==> config.mk <==
export PLATFORM = sky130hd
export DESIGN_NAME = adc_output_top
export DESIGN_NICKNAME = d
export VERILOG_FILES = /design/src/rtl/adc_out_pkg.sv /design/src/rtl/coder_if.sv /design/src/rtl/sample_coder.sv /design/src/rtl/adc_output_top.sv
export SDC_FILE = /design/constraint.sdc
export NUM_CORES = 1
export LEC_CHECK = 0
export CAP_MARGIN = 20
export CORE_UTILIZATION = 28
export DETAILED_ROUTE_END_ITERATION = 10
export DONT_BUFFER_PORTS = 1
export PLACE_DENSITY_LB_ADDON = 0.1
export SLEW_MARGIN = 20
export SYNTH_ARGS = -nofsm -noshare
export SYNTH_HDL_FRONTEND = slang
export SYNTH_HIERARCHICAL = 1
export SYNTH_SLANG_ARGS = --single-unit
==> constraint.sdc <==
create_clock -name clk -period 11.29 [get_ports clk]
set_input_delay 2.258 -clock clk [delete_from_list [all_inputs] [get_ports clk]]
set_output_delay 2.258 -clock clk [all_outputs]
set_load 0.1 [all_outputs]
==> src/rtl/adc_out_pkg.sv <==
// Constants, field positions and types shared by the converter output block
package adc_out_pkg;

  // Widths and channel count
  localparam int NUM_CH = 2;
  localparam int WORD_W = 12;
  localparam int RAW_W = 14;
  localparam int ADDR_W = 12;
  localparam int DATA_W = 32;

  // Sample latency in conversion-clock cycles
  localparam int PIPE_DEPTH = 8;

  // Timing: clock period and power-down float/drive delay
  localparam int CLK_PERIOD_NS = 10;
  localparam int PD_FLOAT_NS = 10;
  localparam int PD_FLOAT_CYC = (PD_FLOAT_NS + CLK_PERIOD_NS - 1) / CLK_PERIOD_NS;
  localparam logic [3:0] PD_FLOAT_LOAD = 4'(PD_FLOAT_CYC - 1);

  // Quantizer span and output codes
  localparam logic signed [RAW_W-1:0] RAW_MAX = 14'sh07ff;
  localparam logic signed [RAW_W-1:0] RAW_MIN = 14'sh3800;
  localparam logic [WORD_W-1:0] FS_POS = 12'h7ff;
  localparam logic [WORD_W-1:0] FS_NEG = 12'h800;
  localparam logic [WORD_W-1:0] MSB_FLIP = 12'h800;
  localparam logic [WORD_W-1:0] GRAY_MID = 12'hc00;

  // Synchronised pin positions
  localparam int PIN_HALF = 0;
  localparam int PIN_QUARTER = 1;
  localparam int PIN_GRAY = 2;
  localparam int PIN_PD = 3;

  // Register byte offsets
  localparam logic [ADDR_W-1:0] CTRL_OFS = 12'h000;
  localparam logic [ADDR_W-1:0] STATUS_OFS = 12'h004;
  localparam logic [ADDR_W-1:0] MASK_OFS = 12'h008;
  localparam logic [ADDR_W-1:0] STATE_OFS = 12'h00c;

  // Register fields and reset values
  localparam int CTRL_EN_BIT = 0;
  localparam logic CTRL_EN_RST = 1'b1;
  localparam int ST_RANGE_A = 0;
  localparam int ST_RANGE_B = 1;
  localparam int ST_FLOAT = 2;
  localparam int ST_BAD_DIV = 3;
  localparam int STATUS_W = 4;
  localparam logic [STATUS_W-1:0] STATUS_RST = 4'h0;
  localparam logic [STATUS_W-1:0] MASK_RST = 4'h0;
  localparam int STATE_PWR_LSB = 0;
  localparam int STATE_RATE_LSB = 4;
  localparam int STATE_GRAY_BIT = 7;
  localparam int STATE_FLOAT_BIT = 8;

  // Sample rate; the code equals the half-period of the strobe in clocks
  typedef enum logic [2:0] {
    RATE_FULL = 3'b001,
    RATE_HALF = 3'b010,
    RATE_QUARTER = 3'b100
  } rate_e;

  // Output driver state
  typedef enum logic [3:0] {
    PWR_RUN = 4'b0001,
    PWR_FLOAT_WAIT = 4'b0010,
    PWR_FLOAT = 4'b0100,
    PWR_WAKE_WAIT = 4'b1000
  } pwr_state_e;

endpackage

==> src/rtl/coder_if.sv <==
// Raw samples in, coded words and range flags out, between top and coder
`timescale 1ns/1ns
interface coder_if;
  logic signed [adc_out_pkg::RAW_W-1:0] raw [adc_out_pkg::NUM_CH];
  logic gray;
  logic [adc_out_pkg::WORD_W-1:0] word [adc_out_pkg::NUM_CH];
  logic [adc_out_pkg::NUM_CH-1:0] flag;

  modport enc (input raw, input gray, output word, output flag);
  modport user (output raw, output gray, input word, input flag);
endinterface

==> src/rtl/sample_coder.sv <==
// Clamps each raw sample to the 12-bit span and codes it
`timescale 1ns/1ns
module sample_coder (
  // Samples in, codes out
  coder_if.enc cif
);

  for (genvar ch = 0; ch < adc_out_pkg::NUM_CH; ch++) begin : g_ch
    logic over;
    logic under;
    logic [adc_out_pkg::WORD_W-1:0] tc;
    logic [adc_out_pkg::WORD_W-1:0] ob;

    assign over = $signed(cif.raw[ch]) > adc_out_pkg::RAW_MAX;
    assign under = $signed(cif.raw[ch]) < adc_out_pkg::RAW_MIN;
    assign cif.flag[ch] = over | under;

    assign tc = over ? adc_out_pkg::FS_POS :
                under ? adc_out_pkg::FS_NEG : cif.raw[ch][adc_out_pkg::WORD_W-1:0];

    assign ob = tc ^ adc_out_pkg::MSB_FLIP;

    assign cif.word[ch] = cif.gray ? (ob ^ (ob >> 1)) : tc;
  end

endmodule

==> src/rtl/adc_output_top.sv <==
// Output side of a dual 12-bit converter: rate divider, strobe, coding, float
`timescale 1ns/1ns
module adc_output_top (
  // Clock, reset and freeze
  input wire logic clk,
  input wire logic nrst,
  input wire logic ce,
  // Quantizer results on this clock
  input wire logic signed [adc_out_pkg::RAW_W-1:0] raw_sample_a,
  input wire logic signed [adc_out_pkg::RAW_W-1:0] raw_sample_b,
  // Control pins, asynchronous
  input wire logic half_rate_select,
  input wire logic quarter_rate_select,
  input wire logic power_down_in,
  input wire logic gray_format_select,
  // APB slave
  input wire logic psel,
  input wire logic penable,
  input wire logic pwrite,
  input wire logic [adc_out_pkg::ADDR_W-1:0] paddr,
  input wire logic [adc_out_pkg::DATA_W-1:0] pwdata,
  output logic [adc_out_pkg::DATA_W-1:0] prdata,
  output logic pready,
  output logic pslverr,
  // Output pins with active-low enables
  output logic [adc_out_pkg::WORD_W-1:0] sample_word_bus_a,
  output logic [adc_out_pkg::WORD_W-1:0] sample_word_bus_b,
  output logic range_flag_chan_a,
  output logic range_flag_chan_b,
  output logic word_valid_strobe,
  output logic data_oe_n,
  output logic strobe_oe_n,
  // Interrupt
  output logic irq
);

  logic rst_meta_r;
  logic rst_n_i;
  logic [3:0] pin_meta_r;
  logic [3:0] pin_sync_r;
  logic pd_s;
  logic gray_s;
  adc_out_pkg::rate_e rate_r;
  adc_out_pkg::rate_e rate_sel;
  logic rate_legal;
  logic rate_chg;
  logic ctrl_en_r;
  logic running;
  logic [2:0] phase_r;
  logic [2:0] phase_nxt;
  logic [2:0] phase_last;
  logic strobe_r;
  logic conv_tick;
  logic sample_tick;
  adc_out_pkg::pwr_state_e pwr_st_r;
  logic [3:0] pwr_cnt_r;
  logic oe_n_r;
  logic float_evt;
  logic [adc_out_pkg::NUM_CH-1:0] range_evt;
  logic [adc_out_pkg::WORD_W-1:0] word_q [adc_out_pkg::NUM_CH];
  logic [adc_out_pkg::NUM_CH-1:0] flag_q;
  logic [adc_out_pkg::STATUS_W-1:0] status_r;
  logic [adc_out_pkg::STATUS_W-1:0] status_nxt;
  logic [adc_out_pkg::STATUS_W-1:0] mask_r;
  logic irq_r;
  logic pready_r;
  logic pslverr_r;
  logic [adc_out_pkg::DATA_W-1:0] prdata_r;
  logic apb_setup;
  logic apb_write;
  logic [adc_out_pkg::DATA_W-1:0] rd_mux;
  logic rd_hit;

  coder_if cif ();

  sample_coder u_coder (
    .cif(cif)
  );

  assign cif.raw[0] = raw_sample_a;
  assign cif.raw[1] = raw_sample_b;
  assign cif.gray = gray_s;

  // Reset is released through two flops
  always_ff @(posedge clk or negedge nrst) begin
    if (!nrst) begin
      rst_meta_r <= 1'b0;
      rst_n_i <= 1'b0;
    end else if (ce) begin
      rst_meta_r <= 1'b1;
      rst_n_i <= rst_meta_r;
    end
  end

  // Pins are asynchronous to clk
  always_ff @(posedge clk or negedge rst_n_i) begin
    if (!rst_n_i) begin
      pin_meta_r <= 4'h0;
      pin_sync_r <= 4'h0;
    end else if (ce) begin
      pin_meta_r <= {power_down_in, gray_format_select, quarter_rate_select, half_rate_select};
      pin_sync_r <= pin_meta_r;
    end
  end

  assign pd_s = pin_sync_r[adc_out_pkg::PIN_PD];
  assign gray_s = pin_sync_r[adc_out_pkg::PIN_GRAY];

  always_comb begin
    rate_legal = 1'b1;
    unique case ({pin_sync_r[adc_out_pkg::PIN_QUARTER], pin_sync_r[adc_out_pkg::PIN_HALF]})
      2'b00: rate_sel = adc_out_pkg::RATE_FULL;
      2'b01: rate_sel = adc_out_pkg::RATE_HALF;
      2'b10: rate_sel = adc_out_pkg::RATE_QUARTER;
      default: begin
        // Both high is not allowed: keep the running rate and flag it
        rate_sel = rate_r;
        rate_legal = 1'b0;
      end
    endcase
  end

  assign rate_chg = rate_legal && (rate_sel != rate_r);

  always_ff @(posedge clk or negedge rst_n_i) begin
    if (!rst_n_i) begin
      rate_r <= adc_out_pkg::RATE_FULL;
    end else if (ce && rate_legal) begin
      rate_r <= rate_sel;
    end
  end

  assign running = (pwr_st_r == adc_out_pkg::PWR_RUN) && ctrl_en_r;

  // One strobe period is 2 x rate_r clocks, one strobe per divided sample
  assign phase_last = 3'({rate_r, 1'b0} - 4'd1);
  assign phase_nxt = (phase_r == phase_last) ? 3'd0 : phase_r + 3'd1;
  assign conv_tick = running && phase_r[0];
  assign sample_tick = running && (phase_r == phase_last);

  // equal halves whatever the input duty
  always_ff @(posedge clk or negedge rst_n_i) begin
    if (!rst_n_i) begin
      phase_r <= 3'd0;
      strobe_r <= 1'b0;
    end else if (ce) begin
      if (rate_chg) begin
        phase_r <= 3'd0;
        strobe_r <= 1'b0;
      end else if (running) begin
        phase_r <= phase_nxt;
        strobe_r <= (phase_nxt >= rate_r);
      end
    end
  end

  always_ff @(posedge clk or negedge rst_n_i) begin
    if (!rst_n_i) begin
      pwr_st_r <= adc_out_pkg::PWR_RUN;
      pwr_cnt_r <= 4'h0;
      oe_n_r <= 1'b0;
    end else if (ce) begin
      unique case (pwr_st_r)
        adc_out_pkg::PWR_RUN: begin
          if (pd_s) begin
            pwr_st_r <= adc_out_pkg::PWR_FLOAT_WAIT;
            pwr_cnt_r <= adc_out_pkg::PD_FLOAT_LOAD;
          end
        end
        adc_out_pkg::PWR_FLOAT_WAIT: begin
          if (!pd_s) begin
            pwr_st_r <= adc_out_pkg::PWR_RUN;
          end else if (pwr_cnt_r == 4'h0) begin
            pwr_st_r <= adc_out_pkg::PWR_FLOAT;
            oe_n_r <= 1'b1;
          end else begin
            pwr_cnt_r <= pwr_cnt_r - 4'h1;
          end
        end
        adc_out_pkg::PWR_FLOAT: begin
          if (!pd_s) begin
            pwr_st_r <= adc_out_pkg::PWR_WAKE_WAIT;
            pwr_cnt_r <= adc_out_pkg::PD_FLOAT_LOAD;
          end
        end
        adc_out_pkg::PWR_WAKE_WAIT: begin
          if (pd_s) begin
            pwr_st_r <= adc_out_pkg::PWR_FLOAT;
          end else if (pwr_cnt_r == 4'h0) begin
            pwr_st_r <= adc_out_pkg::PWR_RUN;
            oe_n_r <= 1'b0;
          end else begin
            pwr_cnt_r <= pwr_cnt_r - 4'h1;
          end
        end
      endcase
    end
  end

  assign float_evt = (pwr_st_r == adc_out_pkg::PWR_FLOAT_WAIT) && pd_s && (pwr_cnt_r == 4'h0);

  for (genvar ch = 0; ch < adc_out_pkg::NUM_CH; ch++) begin : g_ch
    logic [adc_out_pkg::WORD_W:0] pipe_r [adc_out_pkg::PIPE_DEPTH];
    logic [adc_out_pkg::WORD_W-1:0] word_r;
    logic flag_r;

    always_ff @(posedge clk or negedge rst_n_i) begin
      if (!rst_n_i) begin
        for (int i = 0; i < adc_out_pkg::PIPE_DEPTH; i++) begin
          pipe_r[i] <= '0;
        end
      end else if (ce && conv_tick) begin
        for (int i = 1; i < adc_out_pkg::PIPE_DEPTH; i++) begin
          pipe_r[i] <= pipe_r[i-1];
        end
        if (sample_tick) begin
          pipe_r[0] <= {cif.flag[ch], cif.word[ch]};
        end
      end
    end

    // outputs move with the strobe fall
    always_ff @(posedge clk or negedge rst_n_i) begin
      if (!rst_n_i) begin
        word_r <= '0;
        flag_r <= 1'b0;
      end else if (ce && sample_tick) begin
        word_r <= pipe_r[adc_out_pkg::PIPE_DEPTH-1][adc_out_pkg::WORD_W-1:0];
        flag_r <= pipe_r[adc_out_pkg::PIPE_DEPTH-1][adc_out_pkg::WORD_W];
      end
    end

    assign word_q[ch] = word_r;
    assign flag_q[ch] = flag_r;
    assign range_evt[ch] = sample_tick && pipe_r[adc_out_pkg::PIPE_DEPTH-1][adc_out_pkg::WORD_W];
  end

  assign sample_word_bus_a = word_q[0];
  assign sample_word_bus_b = word_q[1];
  assign range_flag_chan_a = flag_q[0];
  assign range_flag_chan_b = flag_q[1];
  assign word_valid_strobe = strobe_r;
  assign data_oe_n = oe_n_r;
  assign strobe_oe_n = oe_n_r;

  // Sticky status: a new event beats a same-cycle clear
  assign apb_setup = psel && !penable;
  assign apb_write = psel && penable && pready_r && pwrite;

  always_comb begin
    status_nxt = status_r;
    if (apb_write && (paddr == adc_out_pkg::STATUS_OFS)) begin
      status_nxt = status_r & ~pwdata[adc_out_pkg::STATUS_W-1:0];
    end
    status_nxt = status_nxt | {!rate_legal, float_evt, range_evt};
  end

  always_ff @(posedge clk or negedge rst_n_i) begin
    if (!rst_n_i) begin
      status_r <= adc_out_pkg::STATUS_RST;
      irq_r <= 1'b0;
    end else if (ce) begin
      status_r <= status_nxt;
      irq_r <= |(status_r & mask_r);
    end
  end

  always_ff @(posedge clk or negedge rst_n_i) begin
    if (!rst_n_i) begin
      ctrl_en_r <= adc_out_pkg::CTRL_EN_RST;
      mask_r <= adc_out_pkg::MASK_RST;
    end else if (ce && apb_write) begin
      if (paddr == adc_out_pkg::CTRL_OFS) begin
        ctrl_en_r <= pwdata[adc_out_pkg::CTRL_EN_BIT];
      end
      if (paddr == adc_out_pkg::MASK_OFS) begin
        mask_r <= pwdata[adc_out_pkg::STATUS_W-1:0];
      end
    end
  end

  always_comb begin
    rd_hit = 1'b1;
    rd_mux = '0;
    unique case (paddr)
      adc_out_pkg::CTRL_OFS: rd_mux[adc_out_pkg::CTRL_EN_BIT] = ctrl_en_r;
      adc_out_pkg::STATUS_OFS: rd_mux[adc_out_pkg::STATUS_W-1:0] = status_r;
      adc_out_pkg::MASK_OFS: rd_mux[adc_out_pkg::STATUS_W-1:0] = mask_r;
      adc_out_pkg::STATE_OFS: begin
        rd_mux[adc_out_pkg::STATE_PWR_LSB +: 4] = pwr_st_r;
        rd_mux[adc_out_pkg::STATE_RATE_LSB +: 3] = rate_r;
        rd_mux[adc_out_pkg::STATE_GRAY_BIT] = gray_s;
        rd_mux[adc_out_pkg::STATE_FLOAT_BIT] = oe_n_r;
      end
      default: rd_hit = 1'b0;
    endcase
  end

  // Answer in the first access cycle; read data is caught at setup
  always_ff @(posedge clk or negedge rst_n_i) begin
    if (!rst_n_i) begin
      pready_r <= 1'b0;
      pslverr_r <= 1'b0;
      prdata_r <= '0;
    end else if (ce) begin
      pready_r <= apb_setup;
      if (apb_setup) begin
        pslverr_r <= !rd_hit;
        prdata_r <= pwrite ? '0 : rd_mux;
      end
    end
  end

  assign prdata = prdata_r;
  assign pready = pready_r;
  assign pslverr = pslverr_r;
  assign irq = irq_r;

  logic [3:0] hi_cnt_r;
  logic [3:0] lo_cnt_r;
  logic hi_dirty_r;
  logic lo_dirty_r;
  logic [3:0] primed_r;

  // Counters start dirty so the first strobe half after reset is never judged
  always_ff @(posedge clk) begin
    if (!rst_n_i) begin
      hi_cnt_r <= 4'h0;
      lo_cnt_r <= 4'h0;
      hi_dirty_r <= 1'b1;
      lo_dirty_r <= 1'b1;
    end else if (ce) begin
      hi_cnt_r <= strobe_r ? hi_cnt_r + 4'h1 : 4'h0;
      lo_cnt_r <= strobe_r ? 4'h0 : lo_cnt_r + 4'h1;
      hi_dirty_r <= (rate_chg || !running) ? 1'b1 : (!strobe_r ? 1'b0 : hi_dirty_r);
      lo_dirty_r <= (rate_chg || !running) ? 1'b1 : (strobe_r ? 1'b0 : lo_dirty_r);
    end
    if (!rst_n_i || !ce || rate_chg || !running || rate_r != adc_out_pkg::RATE_FULL) begin
      primed_r <= 4'h0;
    end else if (sample_tick && primed_r != 4'hf) begin
      primed_r <= primed_r + 4'h1;
    end
  end
endmodule

Yosys cells after proc, flatten, opt, wreduce, memory -nomap -nowiden. Cells that the tools add are included.

Register bits: 304. Input port bits: 82. Output and inout port bits: 64. Word-level logic and storage cells: 147.

Add/subtract/negate cells: 3. $lt $le $gt $ge: 5. Equality and inequality tests: 19. Mux-type cells: 37. Bitwise gates (word level): 10. Reduce and logical (&&, ||, !) cells: 36.

Operator list (number): $mux 12 (6); $mux 4 (12); $pmux 4 s4 (2); $gt 14x12->1 const B (2); $lt 14x12->1 const B (2); $eq 12x4->1 const B (2); $xor 12x11->12 (2); $pmux 3 s3 (2); $logic_and 1x1->1 (17); $eq 12x3->1 const B (1); $logic_not 12->1 (1); $ne 2x2->1 const B (6); $reduce_and 2->1 (5); $reduce_and 5->1 (2); $mux 3 (3); $mux 9 (1); $and 4x4->4 (2); $mux 1 (8); $reduce_or 4->1 (2); $ne 3x3->1 const B (2); $reduce_and 6->1 (1); $mux 5 (1); $eq 4x1->1 const B (1); $eq 4x2->1 const B (1); other kinds (21) (26).

Depth between registers and ports, before layout. Gate-level depths: netlist of the first run.

Word-level depth: 6. Mapped depth: 8. Depth with buffers taken out: 8.

Hierarchy. Netlist of the first run, hierarchy kept.

By module, submodules not included: adc_output_top (instances 1, cells each 746, area an instance 12026.5 µm²); sample_coder (instances 1, cells each 150, area an instance 953.4 µm²).

Least setup slack after synthesis of the first run. Ideal clock, no wire load.

Path kind: register to register. Start point: register, netlist name rst_n_i. End point: register rst_n_i. Data arrival time: 7146 ps. Data required time: 11179 ps. Slack: 4032 ps. Cell stages (with the launch flop): 2. Path buffers: 0. Clock period less this slack: 7258 ps. Cells stage by stage: dfrtp_1 -> mux2_2.

RTL lines: end signal: assignment (RTL line adc_output_top.sv:91) `rst_n_i <= rst_meta_r;`; end: declaration (RTL line adc_output_top.sv:38) `logic rst_n_i;`.

Worst setup path after layout of the first run.
Start point: input ce. End point: register g_ch[0].pipe_r[1] in the netlist's numbering.

Longest elaborated chain between the ends: 1.

RTL lines: start: declaration (RTL line adc_output_top.sv:7) `input wire logic ce,`; $logic_and 1x1->1 (RTL line adc_output_top.sv:212) `end else if (ce && conv_tick) begin`; end signal: indexed assignment (RTL line adc_output_top.sv:214) `pipe_r[i] <= pipe_r[i-1];`; end: declaration (RTL line adc_output_top.sv:203) `logic [adc_out_pkg::WORD_W:0] pipe_r [adc_out_pkg::PIPE_DEPTH];`.

No other way between the ends. A chain may end at the register's enable or synchronous reset.

==> results of run 1 <==
-- sequential cells by signal, summed over array words and instances (netlist names), 3 cells and up --
name / cells
g_ch.pipe_r: 208
sample_word_bus_a: 12
sample_word_bus_b: 12
prdata: 9
mask_r: 4
pin_meta_r: 4
pin_sync_r: 4
pwr_cnt_r: 4
pwr_st_r: 4
status_r: 4
phase_r: 3
rate_r: 3
-- stage by stage --
| step | area, sq um | instances |
|---|---|---|
| 4_1_cts | 14500 | 1509 |
| 2_1_floorplan | 13100 | 918 |
| 6_report | 14500 | 1510 |
| 5_1_grt | 14500 | 1510 |
| 3_3_place_gp | 13300 | 1446 |
| 3_5_place_dp | 13300 | 1446 |
-- layout make-up --
class	count	area, sq um
clock inverter	8	105
multi-input combinational	552	5410
tap	600	751
clock buffer	55	1070
timing repair buffer	5	73.8
fill	4475	31100
sequential	281	7040
inverter	9	33.8
-- metal layers --
layer,part of all wire (%),GRT usage (%)
met5,0,0
met3,8.8,4.95
met4,2.2,3.64
met1,49,15.4
met2,40,15.0
-- path summary, 6_finish.rpt --
path                       depth (start not counted)                 to
hold / removal                                     0          prdata[7]
setup reg to reg                                   5  g_ch[0].pipe_r[1]
setup / recovery                                   4  g_ch[0].pipe_r[1]
max in group asynchronous                          2  range_flag_chan_b
min in group clk                                   1         rst_meta_r
hold reg to reg                                    0          prdata[7]
-- synth_stat cells (12+ instances only) --
library cell	count	area, sq um
a21oi_1	13	65.1
a31oi_1	13	81.3
and3_1	12	75.1
buf_2	16	80.1
buf_4	25	188
buf_6	27	304
dfrtp_1	278	6960
mux2_1	55	619
mux2_2	31	349
mux2_4	168	2520
nand2_1	23	86.3
nor2_1	37	139
nor2b_1	16	100
o21ai_0	18	90.1
-- cell families (layout without fill, tap and decap cells) --
group	after synthesis	in the layout	synth area share (%)
flip-flops	281	281	54.2
other	1	23	0.0289
AO/OA/AOI/OAI	112	112	6.14
multiplexers	264	264	27.8
adder cells (fa/ha/maj)	5	5	0.482
buffers and inverters	85	77	4.90
XOR/XNOR	5	5	0.337
AND/OR/NAND/NOR	143	143	6.15
-- power breakdown --
group	internal [W]	leakage [nW]	switching, W
sequential	0.00103	3.92	0.0000753
combinational	0.0000632	2.89	0.0000877
clock	0.000699	0.581	0.000433
total	0.00179	7.39	0.000596
==> impl_metrics.toml, run 1 <==
[synth]
syn_inst = 896
synth_edf_count = 0
synth.distinct_cells = 64
ys_warn_count = 6
synth-seq-area-share_pct = 54.2
ys_async_sr_fraction_pct = 100
synth_seq_cells = 281
yosys_most_used_dff = "dfrtp_1"
synth_area_sq_um = 13000
avgSynthCellArea_sq_um = 14.5

[clock_tree]
numClockSinks = 281
htreeDepth = 2
cts-root-buf = "clkbuf_16"
hold_buffers = 0
clock_latency_ns = 0.54
post_cts_buffers = 0
ctsLongestPathBuffers = 3
cts_buffers = 35
cts_resized = 0
cts_tree = "yes"
cts.clk_slew.worst_paths_ns = 0.06

[die]
fp.dieW_microns = 217
rows = 78
ios = 146
die_h_microns = 217
initial_utilization_pct = 28.5
core_area_sq_um = 45600
dieArea_sq_um = 47200

[sta]
setup_violations = 0
fmaxAchievable_mhz = 246
drv_slew = 0
timing.hold.ws_ns = 0.294
finalSetupTns_ns = 0
finalHoldViolations = 0
finalWorstSetupSlack_ns = 7.22
rsz0062_at_grt = "no"
clock_skew_ns = 0.0193
worst_pin_slew_ns = 0.998
fin_crit_sh_pct = 36.0
slew_headroom_pct = 33.5
min_period_ns = 4.07

[layout]
nNetsFinal = 971
layout_common_cells = "dfrtp_1 (275), mux2_4 (168), mux2_1 (55)"
utilization_pct = 31.8
area_growth_pct = 11.6
drive_above_1_share_pct = 30.5
n_antenna_cell = 0
final_common_cell = "dfrtp_1"

[flow_run]
maxCapViolations = 0

[detailed_routing]
post_drt_wl_per_cell_microns = 16.6
drc = 0
vias = 6594
ant_nets = 0
viasPerCell = 4.37
drtIter0Drc = 371
wl_microns = 25000
firstDrtPassIters = 6

[placement]
numPortBuffers = 0
routabilityCongestion = 0.704
hpwl_microns = 15100
dp_slack_ns = 6.61

[grt]
grt_max_degree = 175
grt_usage_pct = 11.1
grt-ovfl-total = 0
antenna_found_initial = 0
grt_pass1_wl_microns = 41100
grt_pass1_vias = 6812

[setup_path]
cp.buffers_inverters = 1
r2r-start = "pwr_st_r[1]"
critPathMaxStageDelay_ns = 0.89
path_cells = "and3_4 > nand2_8 > buf_4 > mux2_2"
critPathLaunchType = "primary input"
crit_start = "ce"
crit_slowest_cell = "buf_4"
critical_path.top_delay_family = "buffers and inverters"
cp.arrival_ns = 4.48
critical_path_peak_fanout = 82
worstPathRequired_ns = 11.71
reg2reg_slack_ns = 8.18
worstSetupPathType = "primary input to flip-flop"
critPathCaptureType = "flip-flop"

[run_status]
outcome = "finished clean"

[power]
power_density_nw_per_um2 = 165
vdd_drop_max_mv = 0.0807
finalPower_w = 0.00238
p_leak_nw = 7.39

[worst_hold_path]
timing.hold.worst.class = "flip-flop to async pin"
(Power assumes the default switching activity.)
==> run 2, diff against run 1 <==
==> constraint.sdc (replaced) <==
create_clock -name clk -period 4 [get_ports clk]
set_input_delay 0.8 -clock clk [delete_from_list [all_inputs] [get_ports clk]]
set_output_delay 0.8 -clock clk [all_outputs]
set_load 0.1 [all_outputs]
==> impl_metrics.toml, run 2 (synthesis gave the netlist of run 1 again) <==
[layout]
layout_common_cells = "dfrtp_1 (275), mux2_4 (168), mux2_1 (55)"
largest_register_ffs = 208
regMostFlops = "g_ch.pipe_r"
nNetsFinal = 978
final_cells = 1518
n_antenna_cell = 0
n_fill_cell = 4490
drive_above_1_share_pct = 31.5
area_growth_pct = 12.9
final_common_cell = "dfrtp_1"

[placement]
post-place-cells = 1451
numPortBuffers = 0
hpwl_microns = 15400
routabilityCongestion = 0.694

[power]
internal_power_w = 0.00527
power_density_nw_per_um2 = 480
clock_power_share_pct = 49.5
power_frac_seq_pct = 43.9
switching_share_pct = 25.0
vdd_drop_max_mv = 0.253
p_sw_w = 0.00176
p_leak_nw = 7.47
combPwrFrac_pct = 6.6

[detailed_routing]
firstDrtPassIters = 4
wl_microns = 24900
viasPerCell = 4.37
ant_nets = 0
drc = 0
post_drt_wl_per_cell_microns = 16.4
drtIter0Drc = 329
vias = 6635

[setup_path]
critPathMaxStageDelay_ns = 0.64
critical_path_peak_fanout = 72
crit_slowest_cell = "dfstp_2"
critPathCaptureType = "flip-flop"
worstSetupPathType = "flip-flop to flip-flop"
cp.buffers_inverters = 2
r2r_end = "g_ch[1].pipe_r[11]"
worstPathRequired_ns = 4.41
reg2reg_slack_ns = 1.35
path_cells = "nor4b_4 > and3_4 > nand2_8 > buf_12 > buf_4 > mux2_1"
cp.arrival_ns = 3.06
r2r-start = "pwr_st_r[0]"
reg2regPathDepth = 6
critPathLaunchType = "flip-flop"
critical_path.top_delay_family = "simple AND/OR/NAND/NOR gates"

[clock_tree]
cts_resized = 0
numClockSinks = 281
cts_buffers = 37
cts_tree = "yes"
ctsLongestPathBuffers = 3
htreeDepth = 2
post_cts_buffers = 0
cts-root-buf = "clkbuf_16"
cts.clk_slew.worst_paths_ns = 0.06
clock_latency_ns = 0.54
hold_buffers = 1

[die]
die_h_microns = 217
rows = 78
initial_utilization_pct = 28.5
ios = 146
core_area_sq_um = 45600
dieArea_sq_um = 47200
fp.dieW_microns = 217

[sta]
min_period_ns = 2.65
timing.hold.ws_ns = 0.307
slew_headroom_pct = 32.8
drv_slew = 0
worst_pin_slew_ns = 1.01
finalSetupTns_ns = 0
setup_violations = 0
clock_skew_ns = 0.0293
finalHoldViolations = 0
fin_crit_sh_pct = 66.2
rsz0062_at_grt = "no"
fmaxAchievable_mhz = 378

[grt]
grt_usage_pct = 11.0
grt-ovfl-total = 0
grt_max_degree = 127
grt_pass1_wl_microns = 40900
antenna_found_initial = 0
grt_pass1_vias = 6683

[run_status]
outcome = "finished clean"

[worst_hold_path]
timing.hold.worst.class = "flip-flop to async pin"

[flow_run]
maxCapViolations = 0
==> run 2: cell types whose count changed in the layout (fill, tap and decap cells not counted), sizes merged <==
| cell | change |
|---|---|
| dlygate4sd3 | +1 |
| bufinv | +2 |
| clkinvlp | +2 |
| clkbuf | -2 |
| clkinv | +1 |
| buf | +4 |
==> run 2: power by group through the flow <==
stage                     clock network (W)  logic (W)  registers [W]
after detailed placement                  0   0.000464        0.00314
after global placement                    0   0.000463        0.00314
after floorplan                           0   0.000523        0.00303
after CTS                           0.00365   0.000467        0.00309
final                               0.00348   0.000467        0.00309
after global routing                0.00376   0.000517        0.00310
==> run 2: worst max path at each step <==
| stage | slack, ns | cells past startpoint | endpoint | startpoint |
|---|---|---|---|---|
| after floorplan | 1.19 | 0 | data_oe_n | rst_n_i |
| after global placement | 1.32 | 5 | g_ch[1].pipe_r[11] | ce |
| after detailed placement | 1.32 | 5 | g_ch[1].pipe_r[11] | ce |
| after CTS | 1.37 | 6 | g_ch[1].pipe_r[11] | pwr_st_r[0] |
| after global routing | 1.25 | 6 | g_ch[1].pipe_r[11] | pwr_st_r[0] |
| final | 1.35 | 6 | g_ch[1].pipe_r[11] | pwr_st_r[0] |
==> run 2: final cells by class <==
type / instances / area (sq um) / share of cell area, %
Tap cell: 600 / 751 / 5.12
Clock inverter: 13 / 193 / 1.31
Multi-Input combinational cell: 552 / 5410 / 36.9
Timing Repair Buffer: 10 / 128 / 0.871
Inverter: 9 / 33.8 / 0.230
Sequential cell: 281 / 7040 / 48.0
Clock buffer: 53 / 1110 / 7.55
==> run 2: per-layer routing <==
metal | track usage [%] | routed length [microns] | up-vias
met1 | 15.5 | 12300 | 3266
met2 | 14.6 | 9810 | 135
met4 | 3.90 | 588 | 0
met3 | 5.03 | 2210 | 41
met5 | 0 | 0 | -
li1 | - | - | 3193
==> run 2: worst register-to-register path: stages (launching register included) <==
cell and delay, ns:
dfstp_2 0.64, nor4b_4 0.26, and3_4 0.29, nand2_8 0.24
buf_12 0.43, buf_4 0.34, mux2_1 0.31
==> run 2: per-stage QoR <==
step           instance area [sq um]  util [%]  power [W]  setup slack, ns
6_report                       14700      32.2    0.00703             1.35
5_1_grt                        14700      32.2    0.00737             1.25
4_1_cts                        14700      32.2    0.00721             1.37
3_5_place_dp                   13300      29.3    0.00360             1.32
3_3_place_gp                   13300      29.3    0.00360             1.32
2_1_floorplan                  13100         -    0.00356             1.19
